### src/rtl/sofs_pkg.sv
// Summary of operation
// RL1: active mode exits safe state only when healthy
// RL2: soft watchdog reset asserts output if selected
// RL3: soft faults assert output before any shutdown
// RL4: fuse low selects fault safe state mode
// RL5: selected soft faults latch output and flag
// RL6: selected watchdog input event latches its flag
// RL7: selected watchdog counter reset latches its flag
// RL8: selected hard fault shutdown latches its flag
// RL9: five events count as hard fault shutdown
// RL10: release when flags clear or supply undervolt
// RL11: strap high selects mirror programming mode
// RL12: strap high forces slave address 0x08
// RL13: strap high disables all watchdog operation
// RL14: strap high, no power-on: disable CRC, secure
// RL15: fail-sync fuse low ignores the pin
// RL16: internal shutdown drives pin low 20 us early
// RL17: fail-sync pin held low in off modes
// RL18: 20 us peer low means fail, power down
// RL19: release pin at power-on, pause while held low
// RL20: hard watchdog: release 30 us after off, reload
// RL21: fuse code 0..7 maps to address 0x08..0x0F
// RL22: latch only whole bytes, partial byte no ack
package sofs_pkg;
  // clock rate and derived period
  localparam int MCLK_HZ = 20000000;
  localparam int MCLK_PERIOD_NS = 1000000000 / MCLK_HZ;
  // fail-sync timing, in nanoseconds
  localparam int FS_PRE_DOWN_NS = 20000;
  localparam int FS_DEBOUNCE_NS = 20000;
  localparam int FS_HARD_REL_NS = 30000;
  // least times, rounded up to whole cycles
  localparam int FS_PRE_DOWN_CYC = (FS_PRE_DOWN_NS + MCLK_PERIOD_NS - 1) / MCLK_PERIOD_NS;
  localparam int FS_DEBOUNCE_CYC = (FS_DEBOUNCE_NS + MCLK_PERIOD_NS - 1) / MCLK_PERIOD_NS;
  localparam int FS_HARD_REL_CYC = (FS_HARD_REL_NS + MCLK_PERIOD_NS - 1) / MCLK_PERIOD_NS;
  localparam int FS_CNT_W = 10;
  localparam logic [FS_CNT_W-1:0] FS_PRE_DOWN_LAST = FS_CNT_W'(FS_PRE_DOWN_CYC - 1);
  localparam logic [FS_CNT_W-1:0] FS_DEBOUNCE_LAST = FS_CNT_W'(FS_DEBOUNCE_CYC - 1);
  localparam logic [FS_CNT_W-1:0] FS_HARD_REL_LAST = FS_CNT_W'(FS_HARD_REL_CYC - 1);
  localparam logic [FS_CNT_W-1:0] FS_CNT_ZERO = 10'h000;
  localparam logic [FS_CNT_W-1:0] FS_CNT_ONE = 10'h001;
  // i2c address selection
  localparam logic [6:0] I2C_BASE_ADDR = 7'h08;
  localparam logic [6:0] I2C_STRAP_ADDR = 7'h08;
  localparam logic [3:0] I2C_LAST_BIT = 4'h7;
  localparam logic [3:0] I2C_CNT_ZERO = 4'h0;
  localparam logic [3:0] I2C_CNT_ONE = 4'h1;
  // active safe flag comes up set once fuses are loaded
  localparam logic ASS_RESET_VAL = 1'b1;
  // synchroniser lanes
  localparam int PIN_STRAP = 0;
  localparam int PIN_FSYNC = 1;
  localparam int PIN_SCL = 2;
  localparam int PIN_SDA = 3;
  localparam int PIN_NUM = 4;

  typedef enum logic [2:0] {
    FS_OFF = 3'b000,
    FS_WAIT_REL = 3'b001,
    FS_ON = 3'b010,
    FS_PRE_DOWN = 3'b011,
    FS_DOWN = 3'b100,
    FS_HARD_HOLD = 3'b101
  } sofs_fsync_e;

  typedef enum logic [1:0] {
    RX_IDLE = 2'b00,
    RX_ADDR = 2'b01,
    RX_DATA = 2'b10,
    RX_SKIP = 2'b11
  } sofs_rx_e;

  // hard fault shutdown causes
  typedef struct packed {
    logic fault_timer;
    logic regulator_fault_limit;
    logic wdog_event_limit;
    logic pwrup_fail;
    logic thermal_sd;
  } sofs_hard_s;

  // safety flags, also used for write-one-to-clear pulses
  typedef struct packed {
    logic active_safe;
    logic soft_fault_safe_flag;
    logic wdog_input_safe_flag;
    logic wdog_counter_safe_flag;
    logic hard_fault_safe_flag;
  } sofs_flags_s;

  // fault selection bits
  typedef struct packed {
    logic safe_sel_wdog_input;
    logic safe_sel_wdog_counter;
    logic safe_sel_soft_fault;
    logic safe_sel_hard_fault;
  } sofs_sel_s;
endpackage

### src/rtl/sofs_sync.sv
`timescale 1ns/1ps
// two-stage synchroniser, one lane per bit
module sofs_sync #(
  parameter int W = 1
) (
  input wire logic clk_i,
  input wire logic rst_i,
  input wire logic [W-1:0] d_i,
  output logic [W-1:0] q_o
);
  logic [W-1:0] meta_q; // first stage, read by second stage only

  generate
    if (W < 1) begin : g_chk
      $error("sofs_sync width must be at least one");
    end
  endgenerate

  // both stages reset to zero
  always_ff @(posedge clk_i or posedge rst_i) begin
    if (rst_i) begin
      meta_q <= '0;
      q_o <= '0;
    end else begin
      meta_q <= d_i;
      q_o <= meta_q;
    end
  end
endmodule

### src/rtl/sofs_i2c_rx.sv
`timescale 1ns/1ps
// write-only i2c slave byte receiver on oversampled scl and sda
module sofs_i2c_rx (
  input wire logic clk_i,
  input wire logic rst_i,
  input wire logic scl_i,
  input wire logic sda_i,
  input wire logic [6:0] addr_i,
  output logic byte_valid_o,
  output logic [7:0] byte_o,
  output logic sda_oe_n_o
);
  sofs_pkg::sofs_rx_e state_q; // transfer phase
  logic scl_q; // previous scl sample
  logic sda_q; // previous sda sample
  logic [3:0] cnt_q; // bits taken in this byte
  logic [7:0] shift_q; // incoming bits, msb first
  logic ack_pend_q; // ack owed at next scl fall
  logic start_c;
  logic stop_c;
  logic rise_c;
  logic fall_c;
  logic [7:0] word_c;

  assign start_c = scl_i & scl_q & sda_q & ~sda_i;
  assign stop_c = scl_i & scl_q & ~sda_q & sda_i;
  assign rise_c = scl_i & ~scl_q;
  assign fall_c = ~scl_i & scl_q;
  assign word_c = {shift_q[6:0], sda_i};

  // edge history of the bus lines
  always_ff @(posedge clk_i or posedge rst_i) begin
    if (rst_i) begin
      scl_q <= 1'b1;
      sda_q <= 1'b1;
    end else begin
      scl_q <= scl_i;
      sda_q <= sda_i;
    end
  end

  // bit shifting and byte decisions
  always_ff @(posedge clk_i or posedge rst_i) begin
    if (rst_i) begin
      state_q <= sofs_pkg::RX_IDLE;
      cnt_q <= sofs_pkg::I2C_CNT_ZERO;
      shift_q <= 8'h00;
      ack_pend_q <= 1'b0;
      byte_valid_o <= 1'b0;
      byte_o <= 8'h00;
    end else begin
      byte_valid_o <= 1'b0;
      if (start_c) begin
        // a start drops any partial byte unseen
        state_q <= sofs_pkg::RX_ADDR; // RL22
        cnt_q <= sofs_pkg::I2C_CNT_ZERO;
      end else if (stop_c) begin
        state_q <= sofs_pkg::RX_IDLE; // RL22
        cnt_q <= sofs_pkg::I2C_CNT_ZERO;
      end else if (rise_c && sda_oe_n_o && state_q != sofs_pkg::RX_IDLE) begin
        shift_q <= word_c;
        cnt_q <= cnt_q + sofs_pkg::I2C_CNT_ONE;
        if (cnt_q == sofs_pkg::I2C_LAST_BIT) begin
          // only a complete eighth bit commits anything
          cnt_q <= sofs_pkg::I2C_CNT_ZERO; // RL22
          case (state_q)
            sofs_pkg::RX_ADDR: begin
              // reads are not served, so only write addressing matches
              if (word_c[7:1] == addr_i && !word_c[0]) begin
                state_q <= sofs_pkg::RX_DATA;
                ack_pend_q <= 1'b1;
              end else begin
                state_q <= sofs_pkg::RX_SKIP;
              end
            end
            sofs_pkg::RX_DATA: begin
              byte_o <= word_c; // RL22
              byte_valid_o <= 1'b1;
              ack_pend_q <= 1'b1;
            end
            default: begin
              state_q <= sofs_pkg::RX_SKIP;
            end
          endcase
        end
      end else if (fall_c && ack_pend_q) begin
        ack_pend_q <= 1'b0;
      end
    end
  end

  // ack drive from the fall after bit 8 to the fall after bit 9
  always_ff @(posedge clk_i or posedge rst_i) begin
    if (rst_i) begin
      sda_oe_n_o <= 1'b1;
    end else if (start_c || stop_c) begin
      sda_oe_n_o <= 1'b1;
    end else if (fall_c) begin
      sda_oe_n_o <= ~ack_pend_q;
    end
  end
endmodule

### src/rtl/sofs_top.sv
`timescale 1ns/1ps
// safety output, fail-sync pin, strap and i2c address control
module sofs_top #(
  parameter int NUM_REG = 7,
  parameter int NUM_SELF_TEST = 14
) (
  input wire logic MCLK_I,
  input wire logic RST_I,
  input wire logic ACTIVE_SAFE_MODE_FUSE_I,
  input wire logic FAIL_SYNC_ENABLE_FUSE_I,
  input wire logic [2:0] I2C_ADDR_FUSE_I,
  input wire sofs_pkg::sofs_sel_s SAFE_SEL_I,
  input wire logic MCU_RESET_OUT_N_I,
  input wire logic [NUM_SELF_TEST-1:0] ANALOG_SELF_TEST_I,
  input wire logic [NUM_REG-1:0] OVERVOLT_FAULT_I,
  input wire logic [NUM_REG-1:0] UNDERVOLT_FAULT_I,
  input wire logic [NUM_REG-1:0] CURRENT_LIMIT_FAULT_I,
  input wire sofs_pkg::sofs_hard_s HARD_FAULT_I,
  input wire logic WDOG_INPUT_EVENT_I,
  input wire logic SOFT_WDOG_RESET_I,
  input wire logic WDOG_COUNTER_RESET_I,
  input wire logic HARD_WDOG_EVENT_I,
  input wire logic SUPPLY_UNDERVOLT_DETECT_I,
  input wire sofs_pkg::sofs_flags_s FLAG_CLEAR_I,
  input wire logic POWER_ON_REQUEST_I,
  input wire logic POWERDOWN_DONE_I,
  input wire logic CONFIG_MODE_STRAP_I,
  input wire logic FAIL_SYNC_PIN_I,
  input wire logic SCL_I,
  input wire logic SDA_I,
  output logic SAFETY_OUTPUT_O,
  output logic SAFETY_OUTPUT_OE_N_O,
  output sofs_pkg::sofs_flags_s SAFE_FLAGS_O,
  output logic FAIL_SYNC_PIN_O,
  output logic FAIL_SYNC_PIN_OE_N_O,
  output logic POWERUP_ENABLE_O,
  output logic POWERDOWN_START_O,
  output logic FUSE_RELOAD_O,
  output logic MIRROR_PROGRAMMING_MODE_O,
  output logic WDOG_DISABLE_O,
  output logic CRC_SECURE_DISABLE_O,
  output logic [6:0] I2C_ADDR_O,
  output logic I2C_BYTE_VALID_O,
  output logic [7:0] I2C_BYTE_O,
  output logic SDA_O,
  output logic SDA_OE_N_O
);
  logic [sofs_pkg::PIN_NUM-1:0] pins_s; // synchronised pin levels
  logic strap_s; // configuration strap, synchronised
  logic fsync_pin_s; // fail-sync pin level, synchronised
  logic pin_low_c; // peer or self holds the line low
  logic soft_fault_c; // any ov, uv or current limit
  logic hard_fault_c; // any hard fault shutdown cause
  logic wdog_input_c; // watchdog input event or soft watchdog reset, strap gated
  logic wdog_counter_c; // watchdog counter reset, strap gated
  logic hard_wdog_c; // hard watchdog event, strap gated
  logic ass_set_c; // a cause forcing the safe state
  logic ass_ok_c; // conditions allowing safe state exit
  logic safe_assert_c; // safety output wants to be low
  logic drive_low_c; // fail-sync state wants the pin low
  logic [6:0] addr_c; // slave address in use
  sofs_pkg::sofs_flags_s flags_q; // sticky safety flags
  sofs_pkg::sofs_flags_s flags_d;
  sofs_pkg::sofs_fsync_e state_q; // fail-sync sequencing state
  sofs_pkg::sofs_fsync_e state_d;
  logic [sofs_pkg::FS_CNT_W-1:0] cnt_q; // debounce and delay counter
  logic [sofs_pkg::FS_CNT_W-1:0] cnt_d;
  logic hard_path_q; // current shutdown came from a hard watchdog
  logic hard_path_d;
  logic pd_start_d;
  logic reload_d;
  logic rx_valid; // byte strobe from receiver
  logic [7:0] rx_byte;
  logic rx_oe_n;

  // parameter sanity
  generate
    if (NUM_REG < 1 || NUM_SELF_TEST < 1) begin : g_chk
      $error("sofs_top needs at least one regulator and one self-test flag");
    end
  endgenerate

  // all pins from outside pass two flops first
  sofs_sync #(
    .W(sofs_pkg::PIN_NUM)
  ) u_sync (
    .clk_i(MCLK_I),
    .rst_i(RST_I),
    .d_i({SDA_I, SCL_I, FAIL_SYNC_PIN_I, CONFIG_MODE_STRAP_I}),
    .q_o(pins_s)
  );

  assign strap_s = pins_s[sofs_pkg::PIN_STRAP];
  assign fsync_pin_s = pins_s[sofs_pkg::PIN_FSYNC];

  // with the fuse off the pin reads as released whatever it does
  assign pin_low_c = FAIL_SYNC_ENABLE_FUSE_I & ~fsync_pin_s; // RL15

  // fault event decode
  assign soft_fault_c = |{OVERVOLT_FAULT_I, UNDERVOLT_FAULT_I, CURRENT_LIMIT_FAULT_I};
  assign hard_fault_c = |HARD_FAULT_I; // RL9
  // watchdog sources are dead while in programming mode
  assign wdog_input_c = (WDOG_INPUT_EVENT_I | SOFT_WDOG_RESET_I) & ~strap_s; // RL13
  assign wdog_counter_c = WDOG_COUNTER_RESET_I & ~strap_s; // RL13
  assign hard_wdog_c = HARD_WDOG_EVENT_I & ~strap_s; // RL13

  // causes that push the active mode into its safe state
  assign ass_set_c = (|ANALOG_SELF_TEST_I)
                   | (flags_q.wdog_input_safe_flag & SAFE_SEL_I.safe_sel_wdog_input)
                   | (flags_q.soft_fault_safe_flag & SAFE_SEL_I.safe_sel_soft_fault)
                   | hard_wdog_c
                   | (state_q == sofs_pkg::FS_OFF && !MCU_RESET_OUT_N_I);

  // exit needs mcu out of reset, clean self test, no soft fault, no selected soft or watchdog input flag
  assign ass_ok_c = MCU_RESET_OUT_N_I
                  & ~(|ANALOG_SELF_TEST_I)
                  & ~soft_fault_c
                  & ~(flags_q.wdog_input_safe_flag & SAFE_SEL_I.safe_sel_wdog_input)
                  & ~(flags_q.soft_fault_safe_flag & SAFE_SEL_I.safe_sel_soft_fault); // RL1

  // next flag values; a set in the clearing cycle wins
  always_comb begin
    flags_d = flags_q;
    if (SUPPLY_UNDERVOLT_DETECT_I) begin
      // input supply collapsing: everything lets go
      flags_d = '0; // RL10
    end else begin
      // active safe state flag only lives in active mode
      if (!ACTIVE_SAFE_MODE_FUSE_I) begin
        flags_d.active_safe = 1'b0; // RL4
      end else if (ass_set_c) begin
        flags_d.active_safe = 1'b1;
      end else if (FLAG_CLEAR_I.active_safe && ass_ok_c) begin
        flags_d.active_safe = 1'b0; // RL1
      end
      // soft faults latch, even once the fault goes away
      if (SAFE_SEL_I.safe_sel_soft_fault && soft_fault_c) begin
        flags_d.soft_fault_safe_flag = 1'b1; // RL3 RL5
      end else if (FLAG_CLEAR_I.soft_fault_safe_flag) begin
        flags_d.soft_fault_safe_flag = 1'b0;
      end
      // watchdog input and soft watchdog reset share this flag
      if (SAFE_SEL_I.safe_sel_wdog_input && wdog_input_c) begin
        flags_d.wdog_input_safe_flag = 1'b1; // RL2 RL6
      end else if (FLAG_CLEAR_I.wdog_input_safe_flag) begin
        flags_d.wdog_input_safe_flag = 1'b0;
      end
      // internal watchdog counter resets
      if (SAFE_SEL_I.safe_sel_wdog_counter && wdog_counter_c) begin
        flags_d.wdog_counter_safe_flag = 1'b1; // RL7
      end else if (FLAG_CLEAR_I.wdog_counter_safe_flag) begin
        flags_d.wdog_counter_safe_flag = 1'b0;
      end
      // any of the five hard shutdown causes
      if (SAFE_SEL_I.safe_sel_hard_fault && hard_fault_c) begin
        flags_d.hard_fault_safe_flag = 1'b1; // RL8
      end else if (FLAG_CLEAR_I.hard_fault_safe_flag) begin
        flags_d.hard_fault_safe_flag = 1'b0;
      end
    end
  end

  // output low while any flag stands, released otherwise
  assign safe_assert_c = |flags_d; // RL10

  // flag storage; active flag starts set, dropped next cycle in fault mode
  always_ff @(posedge MCLK_I or posedge RST_I) begin
    if (RST_I) begin
      flags_q <= '0;
      flags_q.active_safe <= sofs_pkg::ASS_RESET_VAL;
    end else begin
      flags_q <= flags_d;
    end
  end

  // safety pin drive, open drain: data low, enable when asserting
  always_ff @(posedge MCLK_I or posedge RST_I) begin
    if (RST_I) begin
      SAFETY_OUTPUT_O <= 1'b0;
      SAFETY_OUTPUT_OE_N_O <= 1'b1;
      SAFE_FLAGS_O <= '0;
    end else begin
      SAFETY_OUTPUT_O <= 1'b0;
      SAFETY_OUTPUT_OE_N_O <= ~safe_assert_c; // RL4
      SAFE_FLAGS_O <= flags_d;
    end
  end

  // fail-sync sequencing
  always_comb begin
    state_d = state_q;
    cnt_d = cnt_q;
    hard_path_d = hard_path_q;
    pd_start_d = 1'b0;
    reload_d = 1'b0;
    case (state_q)
      sofs_pkg::FS_OFF: begin
        cnt_d = sofs_pkg::FS_CNT_ZERO;
        if (POWER_ON_REQUEST_I) begin
          state_d = sofs_pkg::FS_WAIT_REL; // RL19
        end
      end
      sofs_pkg::FS_WAIT_REL: begin
        // pin released by us; a peer still low keeps power-up paused
        if (!pin_low_c) begin
          state_d = sofs_pkg::FS_ON; // RL19
        end
      end
      sofs_pkg::FS_ON: begin
        if (hard_fault_c || hard_wdog_c) begin
          // own shutdown warns peers before sequencing down
          state_d = sofs_pkg::FS_PRE_DOWN; // RL16
          cnt_d = sofs_pkg::FS_CNT_ZERO;
          hard_path_d = hard_wdog_c;
        end else if (pin_low_c) begin
          // peer must stay low the whole debounce window
          if (cnt_q == sofs_pkg::FS_DEBOUNCE_LAST) begin
            state_d = sofs_pkg::FS_DOWN; // RL18
            pd_start_d = 1'b1;
            hard_path_d = 1'b0;
          end else begin
            cnt_d = cnt_q + sofs_pkg::FS_CNT_ONE;
          end
        end else begin
          cnt_d = sofs_pkg::FS_CNT_ZERO; // RL18
        end
      end
      sofs_pkg::FS_PRE_DOWN: begin
        if (cnt_q == sofs_pkg::FS_PRE_DOWN_LAST) begin
          state_d = sofs_pkg::FS_DOWN; // RL16
          pd_start_d = 1'b1;
          cnt_d = sofs_pkg::FS_CNT_ZERO;
        end else begin
          cnt_d = cnt_q + sofs_pkg::FS_CNT_ONE;
        end
      end
      sofs_pkg::FS_DOWN: begin
        if (POWERDOWN_DONE_I) begin
          cnt_d = sofs_pkg::FS_CNT_ZERO;
          state_d = hard_path_q ? sofs_pkg::FS_HARD_HOLD : sofs_pkg::FS_OFF; // RL20
        end
      end
      sofs_pkg::FS_HARD_HOLD: begin
        // outputs off; hold low, then let go and reload fuses
        if (cnt_q == sofs_pkg::FS_HARD_REL_LAST) begin
          state_d = sofs_pkg::FS_WAIT_REL; // RL20
          reload_d = 1'b1;
          hard_path_d = 1'b0;
        end else begin
          cnt_d = cnt_q + sofs_pkg::FS_CNT_ONE;
        end
      end
      default: begin
        state_d = sofs_pkg::FS_OFF;
        cnt_d = sofs_pkg::FS_CNT_ZERO;
      end
    endcase
  end

  // pin low in off, warning, power-down and hold phases
  assign drive_low_c = (state_d == sofs_pkg::FS_OFF)
                     | (state_d == sofs_pkg::FS_PRE_DOWN)
                     | (state_d == sofs_pkg::FS_DOWN)
                     | (state_d == sofs_pkg::FS_HARD_HOLD); // RL17

  // sequencing state storage
  always_ff @(posedge MCLK_I or posedge RST_I) begin
    if (RST_I) begin
      state_q <= sofs_pkg::FS_OFF;
      cnt_q <= sofs_pkg::FS_CNT_ZERO;
      hard_path_q <= 1'b0;
    end else begin
      state_q <= state_d;
      cnt_q <= cnt_d;
      hard_path_q <= hard_path_d;
    end
  end

  // fail-sync pin and sequencer handshake outputs
  always_ff @(posedge MCLK_I or posedge RST_I) begin
    if (RST_I) begin
      FAIL_SYNC_PIN_O <= 1'b0;
      FAIL_SYNC_PIN_OE_N_O <= 1'b1;
      POWERUP_ENABLE_O <= 1'b0;
      POWERDOWN_START_O <= 1'b0;
      FUSE_RELOAD_O <= 1'b0;
    end else begin
      FAIL_SYNC_PIN_O <= 1'b0;
      // fuse off: never touch the shared line
      FAIL_SYNC_PIN_OE_N_O <= ~(FAIL_SYNC_ENABLE_FUSE_I & drive_low_c); // RL15 RL17
      POWERUP_ENABLE_O <= (state_d == sofs_pkg::FS_ON); // RL19
      POWERDOWN_START_O <= pd_start_d;
      FUSE_RELOAD_O <= reload_d; // RL20
    end
  end

  // programming strap consequences and slave address
  always_ff @(posedge MCLK_I or posedge RST_I) begin
    if (RST_I) begin
      MIRROR_PROGRAMMING_MODE_O <= 1'b0;
      WDOG_DISABLE_O <= 1'b0;
      CRC_SECURE_DISABLE_O <= 1'b0;
      I2C_ADDR_O <= sofs_pkg::I2C_BASE_ADDR;
    end else begin
      MIRROR_PROGRAMMING_MODE_O <= strap_s; // RL11
      WDOG_DISABLE_O <= strap_s; // RL13
      CRC_SECURE_DISABLE_O <= strap_s & ~POWER_ON_REQUEST_I; // RL14
      I2C_ADDR_O <= addr_c;
    end
  end

  // strap forces the fixed address, else fuse code offsets the base
  assign addr_c = strap_s ? sofs_pkg::I2C_STRAP_ADDR
                          : sofs_pkg::I2C_BASE_ADDR + {4'h0, I2C_ADDR_FUSE_I}; // RL12 RL21

  // byte receiver
  sofs_i2c_rx u_rx (
    .clk_i(MCLK_I),
    .rst_i(RST_I),
    .scl_i(pins_s[sofs_pkg::PIN_SCL]),
    .sda_i(pins_s[sofs_pkg::PIN_SDA]),
    .addr_i(addr_c),
    .byte_valid_o(rx_valid),
    .byte_o(rx_byte),
    .sda_oe_n_o(rx_oe_n)
  );

  // retimed receiver outputs, one cycle behind the receiver
  always_ff @(posedge MCLK_I or posedge RST_I) begin
    if (RST_I) begin
      I2C_BYTE_VALID_O <= 1'b0;
      I2C_BYTE_O <= 8'h00;
      SDA_O <= 1'b0;
      SDA_OE_N_O <= 1'b1;
    end else begin
      I2C_BYTE_VALID_O <= rx_valid; // RL22
      I2C_BYTE_O <= rx_byte;
      SDA_O <= 1'b0;
      SDA_OE_N_O <= rx_oe_n;
    end
  end
endmodule

### config.mk
export PLATFORM = sky130hd
export DESIGN_NAME = sofs_top
export DESIGN_NICKNAME = d
export VERILOG_FILES = /design/src/rtl/sofs_pkg.sv /design/src/rtl/sofs_sync.sv /design/src/rtl/sofs_i2c_rx.sv /design/src/rtl/sofs_top.sv
export SDC_FILE = /design/constraint.sdc
export NUM_CORES = 1
export LEC_CHECK = 0
export BUFFER_PORTS_ARGS = -buffer_cell sky130_fd_sc_hd__buf_2
export CAP_MARGIN = 25
export CORE_MARGIN = 2
export CORE_UTILIZATION = 55
export CTS_CLUSTER_DIAMETER = 120
export DETAILED_ROUTE_END_ITERATION = 8
export PLACE_DENSITY = 0.94
export SYNTH_ARGS = -nofsm -noshare
export SYNTH_HDL_FRONTEND = slang
export SYNTH_SLANG_ARGS = --single-unit
export TNS_END_PERCENT = 30
### constraint.sdc
create_clock -name MCLK_I -period 6.45 [get_ports MCLK_I]
set_input_delay 0.645 -clock MCLK_I [delete_from_list [all_inputs] [get_ports MCLK_I]]
set_output_delay 0.645 -clock MCLK_I [all_outputs]
set_load 0.05 [all_outputs]
**After elaboration in Yosys (flattened, before gate mapping)**

Index checks and enable logic that the tools add are counted.

- Bitwise logic cells: 44
- Reduce and logical (&&, ||, !) cells: 32
- Equality and inequality tests: 25
- Add/subtract/negate cells: 3
- Muxes and demuxes: 62

Operators with widths:

| cell | count |
|---|---|
| two-way mux 10 bit | 6 |
| one-hot mux 10 bit (5 select lines) | 1 |
| two-way mux 1 bit | 32 |
| two-way mux 3 bit | 8 |
| OR reduction 21 bit | 1 |
| bitwise AND 1 bit | 19 |
| one-hot mux 3 bit (6 select lines) | 1 |
| inverter 1 bit | 17 |
| two-way mux 4 bit | 4 |
| OR reduction 14 bit | 1 |
| == test 3 x 2 -> 1 bit, second input constant | 4 |
| == test 3 bit, second input constant | 4 |
| != test 3 bit, second input constant | 4 |
| adder 10 x 1 -> 10 bit, second input constant | 1 |
| == test 10 bit, second input constant | 1 |
| == test 10 x 9 -> 1 bit, second input constant | 1 |
| logical AND 1 bit | 10 |
| two-way mux 5 bit | 2 |
| OR reduction 5 bit | 2 |
| two-way mux 2 bit | 4 |
| != test 2 bit, second input constant | 4 |
| OR 1 bit | 8 |
| AND reduction 4 bit | 2 |
| nonzero test 2 bit | 4 |
| other kinds (18) | 25 |

- Flip-flop bits (word level): 78
- Output and inout port bits: 33

**Logic depth before layout (Yosys ltp)**

- Depth after elaboration: 13
- Mapped depth: 7

**By module**

A second synthesis with hierarchy kept.

- Cell total of the unflattened synthesis: 282
- Area, all modules: 3271.9 um^2

By module, submodules not included:

| module | instances | area an instance (um^2) | sequential area each (um^2) | cells each |
|---|---|---|---|---|
| sofs_top | 1 | 1894.3 | 1006.0 | 180 |
| sofs_i2c_rx | 1 | 1173.6 | 654.4 | 93 |
| sofs_sync | 1 | 203.9 | 200.2 | 9 |

**Worst setup path before layout**

OpenSTA, ideal clock, no wires.

- Kind: input port to flip-flop
- From: in HARD_FAULT_I[1] (netlist name)
- To: reg cnt_q[5] (netlist name)
- Arrival: 2.128 ns
- Stages: 5
- Library setup time: 0.126 ns
- Setup slack: 4.196 ns
- Path through: or3_1 -> nor3_1 -> nand4_1 -> nor3b_4 -> a221o_1

- Longest elaborated chain between the ends: 4
- Elaborated cells on any way between the ends: 6
- Classes of those cells: eq/ne: 1; mux: 2; reduce/logical: 3

Ends and longest elaborated chain:

| element | line | source |
|---|---|---|
| start, declared | sofs_top.sv:18 | `input wire sofs_pkg::sofs_hard_s HARD_FAULT_I,` |
| OR reduction 5 bit * | sofs_top.sv:101 | `assign hard_fault_c = \|HARD_FAULT_I;` |
| logical OR 1 bit * | sofs_top.sv:210 | `if (hard_fault_c \|\| hard_wdog_c) begin` |
| != test 4 bit (no line) or two-way mux 10 bit (tied branches) | n/a |  |
| AND reduction 4 bit (no line) or one-hot mux 10 bit (5 select lines) (tied branches) | n/a |  |
| end signal, assigned | sofs_top.sv:270 | `cnt_q <= sofs_pkg::FS_CNT_ZERO;` |
| end signal, assigned | sofs_top.sv:274 | `cnt_q <= cnt_d;` |
| end, declared | sofs_top.sv:66 | `logic [sofs_pkg::FS_CNT_W-1:0] cnt_q;` |

Every way passes the cells marked *; elsewhere a longest branch is shown, timed or not.
A chain may end at the register's enable or synchronous reset.

**Final worst setup path**

- From: reg u_rx.state_q[0]
- To: reg u_rx.byte_o[7]

- Longest elaborated chain between the ends: 3
- Elaborated cells on any way between the ends: 4
- Classes of those cells: eq/ne: 1; reduce/logical: 3

Ends and longest elaborated chain:

| element | line | source |
|---|---|---|
| start, declared | sofs_i2c_rx.sv:13 | `sofs_pkg::sofs_rx_e state_q;` |
| start signal, assigned | sofs_i2c_rx.sv:45 | `state_q <= sofs_pkg::RX_IDLE;` |
| start signal, assigned | sofs_i2c_rx.sv:55 | `state_q <= sofs_pkg::RX_ADDR;` |
| start signal, assigned | sofs_i2c_rx.sv:58 | `state_q <= sofs_pkg::RX_IDLE;` |
| nonzero test 2 bit | sofs_i2c_rx.sv:60 | `end else if (rise_c && sda_oe_n_o && state_q != sofs_pkg::RX_IDLE) begin` |
| logical AND 1 bit | sofs_i2c_rx.sv:60 |  |
| AND reduction 5 bit (no line) * | n/a |  |
| end signal, assigned | sofs_i2c_rx.sv:77 | `byte_o <= word_c;` |
| end, declared | sofs_i2c_rx.sv:10 | `output logic [7:0] byte_o,` |

Marked as above.

==> impl_metrics.yaml <==
status:
  status: "complete, no violations"
detailed_routing:
  wl_um: 7340
  wl_per_cell_um: 15.5
  drtAntennaViolNets: 0
  drt-initial-drc-count: 186
  vias: 2640
  drcViolationCount: 0
  first_pass_iters: 4
  viasPerCell: 5.57
global_routing:
  busiest_layer: "met2"
  grt_overflow: 0
  met1_usage: 0.317
  grt_max_degree: 75
  first_global_vias: 2622
  use_met3: 0.0717
  grt_pass1_wl_um: 12300
  met2_usage: 0.390
  antenna_found_initial: 0
  groute.usage.overall: 0.245
floorplan:
  die_w_um: 82.6
  ios: 101
  die_area_mm2: 0.00682
  start_util: 0.570
  row_count: 28
  coreArea_mm2: 0.00596
  die_y_um: 82.6
yosys:
  synth_compound_area_frac: 0.121
  netlist_instances: 300
  seq_area_frac_synth: 0.548
  synth-simple-area-share: 0.198
  yosys_warnings: 0
  ys_seq_elements: 74
  synth.mux.area_fraction: 0.0531
  yosys.area.top_type_share: 0.494
  yosysUniqueCellTypes: 52
  avgSynthCellArea_um2: 11.3
  syn_area_mm2: 0.00340
  synth_enable_flop_cells: 0
  synth_top_family_by_area: "simple AND/OR/NAND/NOR gates"
  synth_largest_area_cell: "dfrtp_1"
  synth-xor-area-share: 0.0103
  ys_top_cells_by_area: "dfrtp_1 49%, dfstp_2 5.4%, mux2_2 5.0%"
  async_flop_share: 1.00
  yosys_most_used_dff: "dfrtp_1"
  synth-adder-area-share: 0.0184
clocking:
  cts_tree: "yes"
  cts_max_path_buffers: 2
  postCtsHoldBufs: 0
  cts_buffers: 9
  cts_max_level: 3
  cts_setup_buffers: 0
  clock_sinks: 74
  cts-root-buf: "clkbuf_8"
  cts_resized: 0
  clkLatencyLatePin_ps: 360
  clkSlewWorstSetupHoldPaths_ps: 70
sta:
  slew_headroom: 0.420
  period_needed_ps: 2400
  finalSetupViolCount: 0
  tightest_slew_ps: 869
  setup-tns-final_ps: 0
  hold_ws_ps: 350
  rsz0062_at_grt: "no"
  fmax_mhz: 417
  drv_slew: 0
  hold_viol_final: 0
  post-route-period-util: 0.372
  skew_ps: 12.5
worst_setup_path:
  reg2regPathDepth: 6
  cp_max_fo: 9
  crit_path_start: "u_rx.state_q[0]"
  r2r_slack_ps: 4050
  start_kind: "register"
  reg2reg_to: "u_rx.byte_o[7]"
  crit_family: "simple AND/OR/NAND/NOR gates"
  r2r_start: "u_rx.state_q[0]"
  critPathKind: "reg -> reg"
  cp_slowest_cell: "nor4bb_2"
  cp.required_ps: 6680
  critPathCaptureType: "register"
  cpPeakStageDelay_ps: 680
  path_cells: "inv_1 -> ha_1 -> nor4bb_2 -> and3_1 -> nand2_1 -> mux2_2"
  critPathArrivalTime_ps: 2630
  crit_buf_inv: 1
placed_design:
  routabilityCongestion: 0.880
  hpwl_um: 5490
  port_buffers: 93
job:
  drv_cap: 0
finish:
  fillers: 435
  nets: 467
  num_antenna_cells: 0
  drive_gt1_frac: 0.363
  area_delta_synth_final_pct: 19.3
worst_hold_path:
  hold_class: "reg -> reg"
  whs_path_depth: 0
  holdCritStartpoint: "u_rx.byte_valid_o"
  hold_end: "I2C_BYTE_VALID_O"
pwr:
  vdd_drop_max_v: 0.000179
  p_leak_nw: 2.03
  powerDensity_mw_per_mm2: 279
how the worst max path moves through the flow:
stage,slack [ps],end,cells past startpoint
after detailed placement,3790,cnt_q[0],6
after floorplan,3930,CRC_SECURE_DISABLE_O,1
after global routing,3860,u_rx.byte_o[7],6
after CTS,4070,u_rx.byte_o[7],6
final,4050,u_rx.byte_o[7],6
after global placement,3800,u_rx.byte_o[6],6
layout make-up:
type,instances,area (um^2),area share
inverter,11,41.3,0.0102
clock buffer,10,138,0.0340
tap,75,93.8,0.0232
sequential,74,1860,0.459
timing repair buffer,95,480,0.119
clock inverter,6,41.3,0.0102
multi-input combinational,203,1400,0.344
per-stage QoR:
stage	utilization	instances	total power, mW	setup slack (ps)	area [um^2]
floorplan	-	305	0.749	3930	3410
global placement	0.649	457	0.796	3800	3860
detailed placement	0.650	458	0.815	3790	3870
CTS	0.680	474	1.14	4070	4050
global route	0.680	474	1.19	3860	4050
finish	0.680	474	1.13	4050	4050
worst reg2reg max path, cell delays in order, from the launching register on:
cell and delay [ps]:
dfrtp_1 380, inv_1 80, ha_1 210, nor4bb_2 680
and3_1 340, nand2_1 250, mux2_2 350
cell usage in the layout (no fill, tap or decap), types with 8 or more instances in the layout:
master     n
mux2_2    15
inv_1     10
nor2b_1   13
clkbuf_8  10
o211ai_1   9
nor4_1    10
a21oi_1   11
nor2_1    12
nand2_1   23
o21ai_0    8
dfrtp_1   67
buf_2     93
state kept, by name (all words and copies together) (netlist names), 2 cells and up:
register       count
I2C_ADDR_O         3
I2C_BYTE_O         8
SAFE_FLAGS_O       5
cnt_q             10
state_q            3
u_rx.byte_o        8
u_rx.cnt_q         4
u_rx.shift_q       7
u_rx.state_q       2
u_sync.meta_q      4
u_sync.q_o         4
synthesized netlist by cell type, types with 2 or more instances:
master    count
and3_1        7
and2_1        5
nand2b_1      7
nor2b_1      13
a31o_2        2
nand3b_1      4
a211oi_1      2
or3_1         2
o211ai_1      9
o31ai_1       3
o21ai_0       8
and3b_1       3
nor3_1        5
or2_2         2
a22o_1        7
a221o_1       3
nand4_1       4
dfstp_2       7
conb_1        2
dfrtp_1      67
nand3_1       7
xnor2_1       2
buf_4        14
nor4bb_1      2
xor2_1        2
o41ai_1       3
nand2_1      23
clkbuf_1      2
a31oi_1       2
ha_1          5
mux2_2       15
a21oi_1      11
inv_1        11
nor2_1       12
nor4_1       10
routing by layer:
layer | share of wire | routed length, um | vias to the layer above
met3 | 0.055 | 407 | 4
met4 | 0.010 | 74 | 0
met5 | 0 | 0 | -
met1 | 0.44 | 3240 | 1285
met2 | 0.49 | 3620 | 91
li1 | - | - | 1260
power breakdown:
group / switching (mW) / internal (mW)
combinational: 0.108 / 0.104
clock: 0.173 / 0.150
sequential: 0.0719 / 0.524
logic make-up (layout without fill, tap and decap cells):
family	after synthesis	in the layout
AND/OR/NAND/NOR	115	115
AO/OA/AOI/OAI	56	56
multiplexers	16	16
buffers and inverters	28	122
XOR/XNOR	4	4
flip-flops	74	74
adder cells (fa/ha/maj)	5	5
other	2	7
(Power assumes the default switching activity.)
